**config.mk**
```make
export PLATFORM = sky130hd
export DESIGN_NAME = reset_lock_select
export DESIGN_NICKNAME = d
export VERILOG_FILES = /design/src/lock_select_pkg.sv /design/src/input_edge_sync.sv /design/src/apb_cfg_regs.sv /design/src/reset_lock_select.sv
export SDC_FILE = /design/constraint.sdc
export NUM_CORES = 1
export LEC_CHECK = 0
export BUFFER_PORTS_ARGS = -buffer_cell sky130_fd_sc_hd__buf_2
export CAP_MARGIN = 40
export CORE_ASPECT_RATIO = 0.7
export CORE_MARGIN = 5
export CORE_UTILIZATION = 23
export DETAILED_ROUTE_END_ITERATION = 10
export PLACE_DENSITY = 0.49
export SETUP_SLACK_MARGIN = 0.5
export SYNTH_ARGS = -nofsm -noshare
export SYNTH_HDL_FRONTEND = slang
export SYNTH_SLANG_ARGS = --single-unit
export TNS_END_PERCENT = 50
```
**constraint.sdc**
```tcl
create_clock -name pclk -period 4.09 [get_ports pclk]
set_clock_uncertainty 0.2 [all_clocks]
set_input_delay 0.6135 -clock pclk [delete_from_list [all_inputs] [get_ports pclk]]
set_output_delay 0.6135 -clock pclk [all_outputs]
set_load 0.005 [all_outputs]
```
**src/lock_select_pkg.sv**
```systemverilog
// Shared constants, types and register map for fault-reset and local-lock selection
package lock_select_pkg;

    localparam int NUM_DI     = 5;
    localparam int WORD_WIDTH = 16;
    localparam int ADDR_WIDTH = 8;

    // Selector code, signed so that inverted inputs read as -1 .. -5
    typedef logic signed [4:0] sel_t;

    localparam sel_t SEL_PANEL    = 5'sh00;
    localparam sel_t SEL_LOCK_OFF = 5'sh00;
    localparam sel_t SEL_STOP     = 5'sh07;
    localparam sel_t SEL_LOCK_ON  = 5'sh07;
    localparam sel_t SEL_FIELDBUS = 5'sh08;
    localparam sel_t SEL_DEFAULT  = 5'sh02;

    // Fieldbus bit positions
    localparam int FB_RESET_BIT  = 4;
    localparam int EFB_RESET_BIT = 7;
    localparam int FB_LOCK_BIT   = 14;

    // Register byte addresses
    localparam logic [ADDR_WIDTH-1:0] ADDR_RESET_SEL = 8'h00;
    localparam logic [ADDR_WIDTH-1:0] ADDR_LOCK_SEL  = 8'h04;
    localparam logic [ADDR_WIDTH-1:0] ADDR_CONTROL   = 8'h08;
    localparam logic [ADDR_WIDTH-1:0] ADDR_STATUS    = 8'h0C;

    // Field positions
    localparam int CTRL_ALT_PROFILE = 0;
    localparam int STAT_LOCK_ACTIVE = 0;
    localparam int STAT_LOCAL_MODE  = 1;

    typedef struct packed {
        logic alt_profile;
        sel_t lock_sel;
        sel_t reset_sel;
    } cfg_t;

    typedef struct packed {
        logic reset_key;
        logic stop_key;
        logic local_remote_key;
    } panel_t;

    typedef struct packed {
        logic [WORD_WIDTH-1:0] fieldbus_command_word_one;
        logic [WORD_WIDTH-1:0] embedded_fieldbus_param_nineteen;
    } fieldbus_t;

endpackage : lock_select_pkg

```
**src/input_edge_sync.sv**
```systemverilog
// Digital input synchroniser with one-cycle edge pulses
`timescale 1ns/100ps
module input_edge_sync #(
    parameter int WIDTH = 5
) (
    // Clock and reset
    input  wire logic             pclk,
    input  wire logic             presetn,
    input  wire logic             ce,
    // Inputs and edges
    input  wire logic [WIDTH-1:0] raw,
    output logic      [WIDTH-1:0] rise,
    output logic      [WIDTH-1:0] fall
);
    logic [WIDTH-1:0] stage_a;
    logic [WIDTH-1:0] stage_b;
    logic [WIDTH-1:0] prev;

    genvar k;
    generate
        for (k = 0; k < WIDTH; k++) begin : g_bit
            always_ff @(posedge pclk or negedge presetn) begin
                if (!presetn) begin
                    stage_a[k] <= 1'b0;
                    stage_b[k] <= 1'b0;
                    prev[k]    <= 1'b0;
                end else if (ce) begin
                    stage_a[k] <= raw[k];
                    stage_b[k] <= stage_a[k];
                    prev[k]    <= stage_b[k];
                end
            end
            assign rise[k] = stage_b[k] & ~prev[k];
            assign fall[k] = ~stage_b[k] & prev[k];

        end
    endgenerate
endmodule : input_edge_sync

```
**src/apb_cfg_regs.sv**
```systemverilog
// APB slave holding the selector registers and reading back status
`timescale 1ns/100ps
module apb_cfg_regs
    import lock_select_pkg::*;
(
    // Clock and reset
    input  wire logic                  pclk,
    input  wire logic                  presetn,
    input  wire logic                  ce,
    // APB
    input  wire logic                  psel,
    input  wire logic                  penable,
    input  wire logic                  pwrite,
    input  wire logic [ADDR_WIDTH-1:0] paddr,
    input  wire logic [31:0]           pwdata,
    output logic      [31:0]           prdata,
    output logic                       pready,
    output logic                       pslverr,
    // Block side
    input  wire logic                  lock_active,
    input  wire logic                  local_mode,
    output lock_select_pkg::cfg_t      cfg
);
    logic        access;
    logic        commit;
    logic        hit_reset;
    logic        hit_lock;
    logic        hit_ctrl;
    logic        hit_stat;
    logic        mapped;
    logic [31:0] read_word;

    assign access    = psel & penable & ~pready;
    assign commit    = psel & penable & pready & pwrite;
    assign hit_reset = (paddr == ADDR_RESET_SEL);
    assign hit_lock  = (paddr == ADDR_LOCK_SEL);
    assign hit_ctrl  = (paddr == ADDR_CONTROL);
    assign hit_stat  = (paddr == ADDR_STATUS);
    assign mapped    = hit_reset | hit_lock | hit_ctrl | hit_stat;

    always_comb begin
        read_word = '0;
        if (hit_reset)
            read_word = {{27{cfg.reset_sel[4]}}, cfg.reset_sel};
        else if (hit_lock)
            read_word = {{27{cfg.lock_sel[4]}}, cfg.lock_sel};
        else if (hit_ctrl)
            read_word[CTRL_ALT_PROFILE] = cfg.alt_profile;
        else if (hit_stat) begin
            read_word[STAT_LOCK_ACTIVE] = lock_active;
            read_word[STAT_LOCAL_MODE]  = local_mode;
        end
    end

    // One wait state: answer in the second access cycle
    always_ff @(posedge pclk or negedge presetn) begin
        if (!presetn) begin
            pready  <= 1'b0;
            pslverr <= 1'b0;
            prdata  <= '0;
        end else if (ce) begin
            pready  <= access;
            pslverr <= access & ~mapped;
            prdata  <= (access && !pwrite) ? read_word : '0;
        end
    end

    always_ff @(posedge pclk or negedge presetn) begin
        if (!presetn) begin
            cfg.reset_sel   <= SEL_DEFAULT;
            cfg.lock_sel    <= SEL_DEFAULT;
            cfg.alt_profile <= 1'b0;
        end else if (ce && commit) begin
            if (hit_reset)
                cfg.reset_sel <= sel_t'(pwdata[4:0]);
            if (hit_lock)
                cfg.lock_sel <= sel_t'(pwdata[4:0]);
            if (hit_ctrl)
                cfg.alt_profile <= pwdata[CTRL_ALT_PROFILE];
        end
    end

endmodule : apb_cfg_regs

```
**src/reset_lock_select.sv**
```systemverilog
// Fault-reset source and local-control lock selection for the drive
`timescale 1ns/100ps
// Operation
// - selector 7 issues a fault reset with every digital-input or panel stop.
// - selector 8 takes fault reset from bit 4 of fieldbus command word one.
// - alternate profile takes fieldbus fault reset from bit 7 of parameter nineteen.
// - selector -1..-5 resets on falling input edge, panel reset still accepted.
// - while locked, panel local/remote key cannot enter local mode.
// - lock selector 0 always permits local mode.
// - lock selector 1..5: rising edge locks, falling edge unlocks.
// - lock selector 7 permanently prevents entering local mode.
// - lock selector resets to second digital input.
// - reset selector 0 panel only; 1..5 rising input edge or panel.
// - reset only when fault cause gone; reset selector defaults to second input.
module reset_lock_select
    import lock_select_pkg::*;
(
    // Clock, reset, enable
    input  wire logic                      pclk,
    input  wire logic                      presetn,
    input  wire logic                      ce,
    // APB
    input  wire logic                      psel,
    input  wire logic                      penable,
    input  wire logic                      pwrite,
    input  wire logic [ADDR_WIDTH-1:0]     paddr,
    input  wire logic [31:0]               pwdata,
    output logic      [31:0]               prdata,
    output logic                           pready,
    output logic                           pslverr,
    // Digital inputs, first_digital_input in bit 0
    input  wire logic [NUM_DI-1:0]         digital_inputs,
    // Panel key pulses
    input  lock_select_pkg::panel_t        panel,
    // Stop command pulse received through a digital input
    input  wire logic                      di_stop_command,
    // Fieldbus words
    input  lock_select_pkg::fieldbus_t     fieldbus_source,
    // Fault trip side
    input  wire logic                      fault_cause_active,
    output logic                           fault_reset,
    // Control place
    output logic                           lock_active,
    output logic                           local_mode
);
    import lock_select_pkg::*;

    cfg_t              cfg;
    logic [NUM_DI-1:0] di_rise;
    logic [NUM_DI-1:0] di_fall;
    logic [NUM_DI-1:0] reset_hot;
    logic [NUM_DI-1:0] reset_hot_inv;
    logic [NUM_DI-1:0] lock_hot;
    logic [NUM_DI-1:0] lock_hot_inv;
    logic              fb_bit;
    logic              fb_prev;
    logic              fb_rise;
    logic              sel_panel;
    logic              sel_stop;
    logic              sel_fb;
    logic              di_reset_req;
    logic              stop_req;
    logic              panel_ok;
    logic              reset_request;
    logic              next_fault_reset;
    logic              di_lock;
    logic              di_lock_set;
    logic              di_lock_clear;
    logic              lock_by_di;
    logic              next_lock_active;
    logic              next_local_mode;

    apb_cfg_regs u_regs (
        .pclk        (pclk),
        .presetn     (presetn),
        .ce          (ce),
        .psel        (psel),
        .penable     (penable),
        .pwrite      (pwrite),
        .paddr       (paddr),
        .pwdata      (pwdata),
        .prdata      (prdata),
        .pready      (pready),
        .pslverr     (pslverr),
        .lock_active (lock_active),
        .local_mode  (local_mode),
        .cfg         (cfg)
    );

    input_edge_sync #(
        .WIDTH (NUM_DI)
    ) u_sync (
        .pclk    (pclk),
        .presetn (presetn),
        .ce      (ce),
        .raw     (digital_inputs),
        .rise    (di_rise),
        .fall    (di_fall)
    );

    // Per-input selector decode
    genvar k;
    generate
        for (k = 0; k < NUM_DI; k++) begin : g_sel
            assign reset_hot[k]     = (cfg.reset_sel == sel_t'(k + 1));
            assign reset_hot_inv[k] = (cfg.reset_sel == -sel_t'(k + 1));
            assign lock_hot[k]      = (cfg.lock_sel == sel_t'(k + 1));
            assign lock_hot_inv[k]  = (cfg.lock_sel == -sel_t'(k + 1));
        end
    endgenerate

    // Fieldbus reset bit follows the active profile
    assign fb_bit = cfg.alt_profile
                  ? fieldbus_source.embedded_fieldbus_param_nineteen[EFB_RESET_BIT]
                  : fieldbus_source.fieldbus_command_word_one[FB_RESET_BIT];
    assign fb_rise = fb_bit & ~fb_prev;

    assign sel_panel = (cfg.reset_sel == SEL_PANEL);
    assign sel_stop  = (cfg.reset_sel == SEL_STOP);
    assign sel_fb    = (cfg.reset_sel == SEL_FIELDBUS);

    assign di_reset_req = |(di_rise & reset_hot)
                        | |(di_fall & reset_hot_inv);
    assign stop_req     = sel_stop & (di_stop_command | panel.stop_key);
    // Panel reset honoured for every source except the fieldbus
    assign panel_ok     = panel.reset_key & ~sel_fb;

    assign reset_request    = panel_ok | di_reset_req | stop_req | (sel_fb & fb_rise);
    // A reset is only passed on once the trip cause has cleared
    assign next_fault_reset = reset_request & ~fault_cause_active;

    // Inverted inputs: rising of the inverted level (input falls) allows,
    // so both polarities lock on the input's rise and unlock on its fall
    assign di_lock_set   = |(di_rise & (lock_hot | lock_hot_inv));
    assign di_lock_clear = |(di_fall & (lock_hot | lock_hot_inv));
    assign lock_by_di    = |(lock_hot | lock_hot_inv);

    always_comb begin
        next_lock_active = 1'b0;
        if (cfg.lock_sel == SEL_LOCK_OFF)
            next_lock_active = 1'b0;
        else if (cfg.lock_sel == SEL_LOCK_ON)
            next_lock_active = 1'b1;
        else if (cfg.lock_sel == SEL_FIELDBUS)
            next_lock_active = fieldbus_source.fieldbus_command_word_one[FB_LOCK_BIT];
        else if (lock_by_di)
            next_lock_active = di_lock;
    end

    // Leaving local mode is always allowed; entering is blocked by the lock
    always_comb begin
        next_local_mode = local_mode;
        if (panel.local_remote_key) begin
            if (local_mode)
                next_local_mode = 1'b0;
            else if (!lock_active)
                next_local_mode = 1'b1;
        end
    end

    always_ff @(posedge pclk or negedge presetn) begin
        if (!presetn) begin
            fb_prev <= 1'b0;
            di_lock <= 1'b0;
        end else if (ce) begin
            fb_prev <= fb_bit;
            if (di_lock_set)
                di_lock <= 1'b1;
            else if (di_lock_clear)
                di_lock <= 1'b0;
        end
    end

    always_ff @(posedge pclk or negedge presetn) begin
        if (!presetn) begin
            fault_reset <= 1'b0;
            lock_active <= 1'b0;
            local_mode  <= 1'b0;
        end else if (ce) begin
            fault_reset <= next_fault_reset;
            lock_active <= next_lock_active;
            local_mode  <= next_local_mode;
        end
    end
endmodule : reset_lock_select

```
### After elaboration in Yosys (flattened, before gate mapping)

Index checks and enable logic that the tools add are counted.

* bits in registers: 65
* bits in latches: 0
* bits in writable memories: 0
* memory bits (read-only): 0
* input bits: 88
* output and inout port bits: 37
* word-level logic and storage cells: 133
* memories: 0

* $add $sub $neg: 0
* multiply operators: 0
* div/mod/pow operators: 0
* order comparisons: 0
* equal/unequal tests: 27
* shifts and indexed selects: 0
* mux-type cells: 16
* bitwise operators: 48
* reductions and logical operators: 16

Operators by type and width (number)
* 32-bit 2-to-1 mux: 2
* 5-bit by 3-bit equality test with 1-bit output, second input constant: 8
* 5-bit by 4-bit equality test with 1-bit output, second input constant: 8
* 30-bit 2-to-1 mux: 1
* 5-bit OR reduction: 5
* 1-bit bitwise AND: 20
* 5-bit bitwise AND: 4
* 5-bit by 2-bit equality test with 1-bit output, second input constant: 4
* 8-bit by 4-bit equality test with 1-bit output, second input constant: 2
* 1-bit inverter: 15
* 1-bit 2-to-1 mux: 11
* 5-bit by 1-bit equality test with 1-bit output, second input constant: 2
* 5-bit equality test, second input constant: 2
* 2-bit AND reduction: 5
* 8-bit by 3-bit equality test with 1-bit output, second input constant: 1
* 8-bit zero test: 1
* 1-bit OR: 8
* 5-bit zero test: 1
* 5-bit OR: 1
* 2-bit 2-to-1 mux: 2
* 1-bit logical AND: 2
* 2-bit nonzero test: 1
* 1-bit zero test: 1

### Longest topological paths before layout

* depth in word-level cells: 9
* gate-level depth with buffers: 7
* mapped depth without buffers: 5

### By module

A second synthesis with hierarchy kept.

* cells, all modules: 213
* area total of the unflattened synthesis: 2371.0 sq um

By module, submodules not included
* apb_cfg_regs: times used 1, cells an instance 93, area each 1092.3 sq um, sequential area each 452.9 sq um
* input_edge_sync: times used 1, cells an instance 42, area each 675.6 sq um, sequential area each 375.4 sq um
* reset_lock_select: times used 1, cells an instance 78, area each 603.1 sq um, sequential area each 125.1 sq um

### Least setup slack after synthesis

No wires, ideal clock.

* path type: input to register
* start: input port paddr[7]
* end: register u_regs.cfg[5] (netlist name)
* library setup time: 0.125 ns
* arrival time: 1.957 ns
* data required time: 3.765 ns
* setup slack: 1.808 ns
* stages on the path: 5
* buffers on the path: 1
* path through: or4_4 -> nor4_4 -> and3_1 -> buf_4 -> mux2_2

* cells in the longest elaborated chain, start to end: 2

RTL lines
* from (decl): line reset_lock_select.sv:26 `input wire logic [ADDR_WIDTH-1:0] paddr,`
* 8-bit by 3-bit equality test with 1-bit output: line apb_cfg_regs.sv:36 `assign hit_lock = (paddr == ADDR_LOCK_SEL);`
* 2-bit AND reduction (no line)

Every way passes these cells.
A chain may end at the register's enable or synchronous reset.

### Worst setup path in the final report

* start: register u_regs.cfg[0] (netlist name)
* end: register fault_reset

* cells in the longest elaborated chain, start to end: 8
* elaborated cells on any way between the ends: 25
* classes of those cells: eq/ne (12); bitwise (11); reduce/logical (2)

RTL lines
* 5-bit by 2-bit equality test with 1-bit output, or another cell as far along: line reset_lock_select.sv:105 `assign reset_hot[k] = (cfg.reset_sel == sel_t'(k + 1));`
* 5-bit bitwise AND (on tied branches): line reset_lock_select.sv:122, reset_lock_select.sv:123
* 5-bit OR reduction (on tied branches): line reset_lock_select.sv:122, reset_lock_select.sv:123
* 1-bit OR: line reset_lock_select.sv:123 `| |(di_fall & reset_hot_inv);`
* 1-bit OR (2 in a row): line reset_lock_select.sv:128 `assign reset_request = panel_ok | di_reset_req | stop_req | (sel_fb & fb_rise);`
* 1-bit OR (*): line reset_lock_select.sv:128
* 1-bit bitwise AND (*): line reset_lock_select.sv:130 `assign next_fault_reset = reset_request & ~fault_cause_active;`
* to (signal assigned): line reset_lock_select.sv:180 `fault_reset <= next_fault_reset;`
* to (decl): line reset_lock_select.sv:41 `output logic fault_reset,`

Mark *: on every way between the ends. The rest lies on a longest branch, timed or not.

==> results.tsv <==
metric	value	unit
max-slew violation count	0	
number of routed nets with antenna violations	0	
Final nets	352	
r2r setup slk	1.74	ns
number of diodes	0	
width of the die	129.5	um
pin count of the biggest net entering global routing	30	
Die ar.	12120	um^2
mapped cell area	2297	um^2
r2r worst-path depth	5	
Hold Path Class	in2async	
final wirelength	5480	um
cell taking the most area after synthesis	dfrtp_1	
hpwl dp	4361	um
Syn Nets	316	
register bit total from synthesis	38	
critical path required time	4.02	ns
R2R Path End	fault_reset	
CTS max path bufs	2	
RSZ-0062 raised after global routing	no	
YS warnings	0	
worst reg2reg path startpoint	u_regs.cfg[0]	
Slew HR	62.89	%
via count	1774	
Cell variety after synth	50	
cell count after synthesis	228	
hold slack	0.06993	ns
final setup violation count	0	
leakage power	1.239	nW
Worst setup SP type	flop	
Max Fclk	426.3	MHz
final setup TNS	0	ns
Peak VDD IR	0.1402	mV
setup bufs post-CTS	0	
Die Ht	93.62	um
CTS H-Tree Depth	2	
GRT Util Overall	9.103	%
synth top area cells	dfrtp_1 39%, mux2_2 12%, buf_4 9.5%, dfstp_2 2.3%, inv_1 2.3%	
DR DRC count	0	
DRT Pass-1 Iters	4	
IO Port Bufs	68	
I/O pin count	125	
Critical Path AT	2.28	ns
grt ovf	0	
clock-pin slew on the worst setup and hold paths	0.05	ns
antenna violations before repair	0	
sequential share of the synthesized area	41.50	%
Core Area	9722	um^2
crit path time final	2.346	ns
Starting Density	23.63	%
DRT iter0 DRCs	80	
drt via density	4.514	
Crit Path Class	reg2reg	
Fin. Hold Viols	0	
crit end category	flop	
CTS tree	done	
CTS resizes	0	
cell area power density	347.8	nW/um^2
CP Max Fanout	13	
clock sink count	38	
Yosys top cell area share	39.22	%
CTS root buffer	clkbuf_16	
cts bufs inserted	5	
routed length per instance	13.94	um
Rows	30	
vias in the first global route	1648	
Final period util	57.35	%
RePlAce Congestion	0.8036	
Area Overhead vs Synth	18.68	%
worst-skew pair later-pin latency	0.28	ns
hold buffers post-CTS	0	
Avg Cell Area, Syn	10.08	um^2
Max Cap Violations	0	
worst slew pin tran	0.5566	ns
outcome	finished, final reports clean	
layout cell share with drive strength beyond 1	41.13	%
global-route wire length before repair	8590	um
[state kept, by name, indices dropped and copies added, names as in the netlist]
signal          flops
di_lock             1
u_sync.prev         5
lock_active         1
local_mode          1
u_regs.pslverr      1
u_sync.stage_a      5
u_regs.pready       1
u_regs.prdata       5
fault_reset         1
fb_prev             1
u_sync.stage_b      5
u_regs.cfg         11
[metrics by stage]
step | power, W | util, % | cells | worst slack [ns] | instance area, um^2
3_5_place_dp | 0.0005392 | 26.33 | 385 | 1.528 | 2560
4_1_cts | 0.0009642 | 28.04 | 393 | 1.714 | 2726
6_report | 0.0009482 | 28.04 | 393 | 1.744 | 2726
5_1_grt | 0.0009948 | 28.04 | 393 | 1.558 | 2726
2_1_floorplan | 0.0004868 | - | 228 | 1.808 | 2297
3_3_place_gp | 0.0005333 | 26.05 | 384 | 1.518 | 2532
[how the worst max path moves through the flow]
stage	slack [ns]	endpoint	startpoint
2_1_floorplan	1.81	u_regs.cfg[5]	paddr[7]
3_3_place_gp	1.52	u_regs.cfg[5]	paddr[7]
3_5_place_dp	1.53	u_regs.cfg[9]	paddr[7]
4_1_cts	1.71	fault_reset	u_regs.cfg[0]
5_1_grt	1.56	fault_reset	u_regs.cfg[0]
6_report	1.74	fault_reset	u_regs.cfg[0]
[power by group]
part | total [W] | switching [W] | internal (W)
sequential | 0.000432 | 0.0000288 | 0.000404
combinational | 0.0000988 | 0.0000460 | 0.0000528
clock | 0.000417 | 0.000141 | 0.000276
total | 0.000948 | 0.000216 | 0.000732
[critical path: stages (launching register included)]
cell	delay [ns]
dfrtp_1	0.53
or4b_1	0.60
o21ai_0	0.16
o41ai_1	0.10
nor4_1	0.50
o22ai_1	0.12
[placed cells by master (no fill, tap or decap), drive strengths merged, types with 7 or more instances in the layout]
| cell | instances |
|---|---|
| dfrtp | 36 |
| nor2 | 11 |
| inv | 14 |
| mux2 | 24 |
| clkbuf | 8 |
| buf | 70 |
| o22ai | 7 |
| a21oi | 8 |
| nor3 | 7 |
| nand2 | 10 |
[synth_stat cells (all sizes together)]
library cell	n
nor3	7
nand3b	1
and3	2
o22a	1
nor4bb	2
a211oi	1
a21o	1
and2	1
a21oi	8
nand2	10
dfrtp	36
mux2i	5
o311ai	1
nand4	1
o22ai	7
nand4b	5
o41ai	1
a211o	1
o21ai	6
o2111ai	2
nor4	3
nor3b	5
clkbuf	8
and3b	2
and4b	1
mux2	24
dfstp	2
a221o	1
xor2	1
o31ai	1
a2111oi	1
nor2b	3
or4	1
nor2	11
nand2b	1
a221oi	3
or4b	2
buf	33
a31oi	5
nand3	4
xnor2	1
o211ai	1
inv	14
o31a	1
[routing by layer]
metal  part of all wire [%]  GRT usage [%]  wire length (um)  up-vias
met5                      0              0                 0        -
met4                   0.58          2.076                32        0
met3                    8.1          2.340               443        2
met2                     38          11.98              2102       63
met1                     53          14.42              2901      836
li1                       -              -                 -      873
[cell type report]
type | count | area (um^2)
fillers | 1013 | 6995
multi-input cells | 135 | 1018
flip-flops and latches | 38 | 953.4
repair buffers | 70 | 375.4
clock buffers | 8 | 166.4
well taps | 128 | 160.2
inverters | 14 | 52.55
[kinds of logic (layout without fill, tap and decap cells)]
family          after synthesis  in the layout  share of synthesized area (%)
compound gates               42             42                          12.42
xor+xnor                      2              2                         0.7627
buf+inv                      55             92                          14.16
flops                        38             38                          41.50
mux                          29             29                          13.94
simple gates                 62             62                          17.21
(Power assumes the default switching activity.)
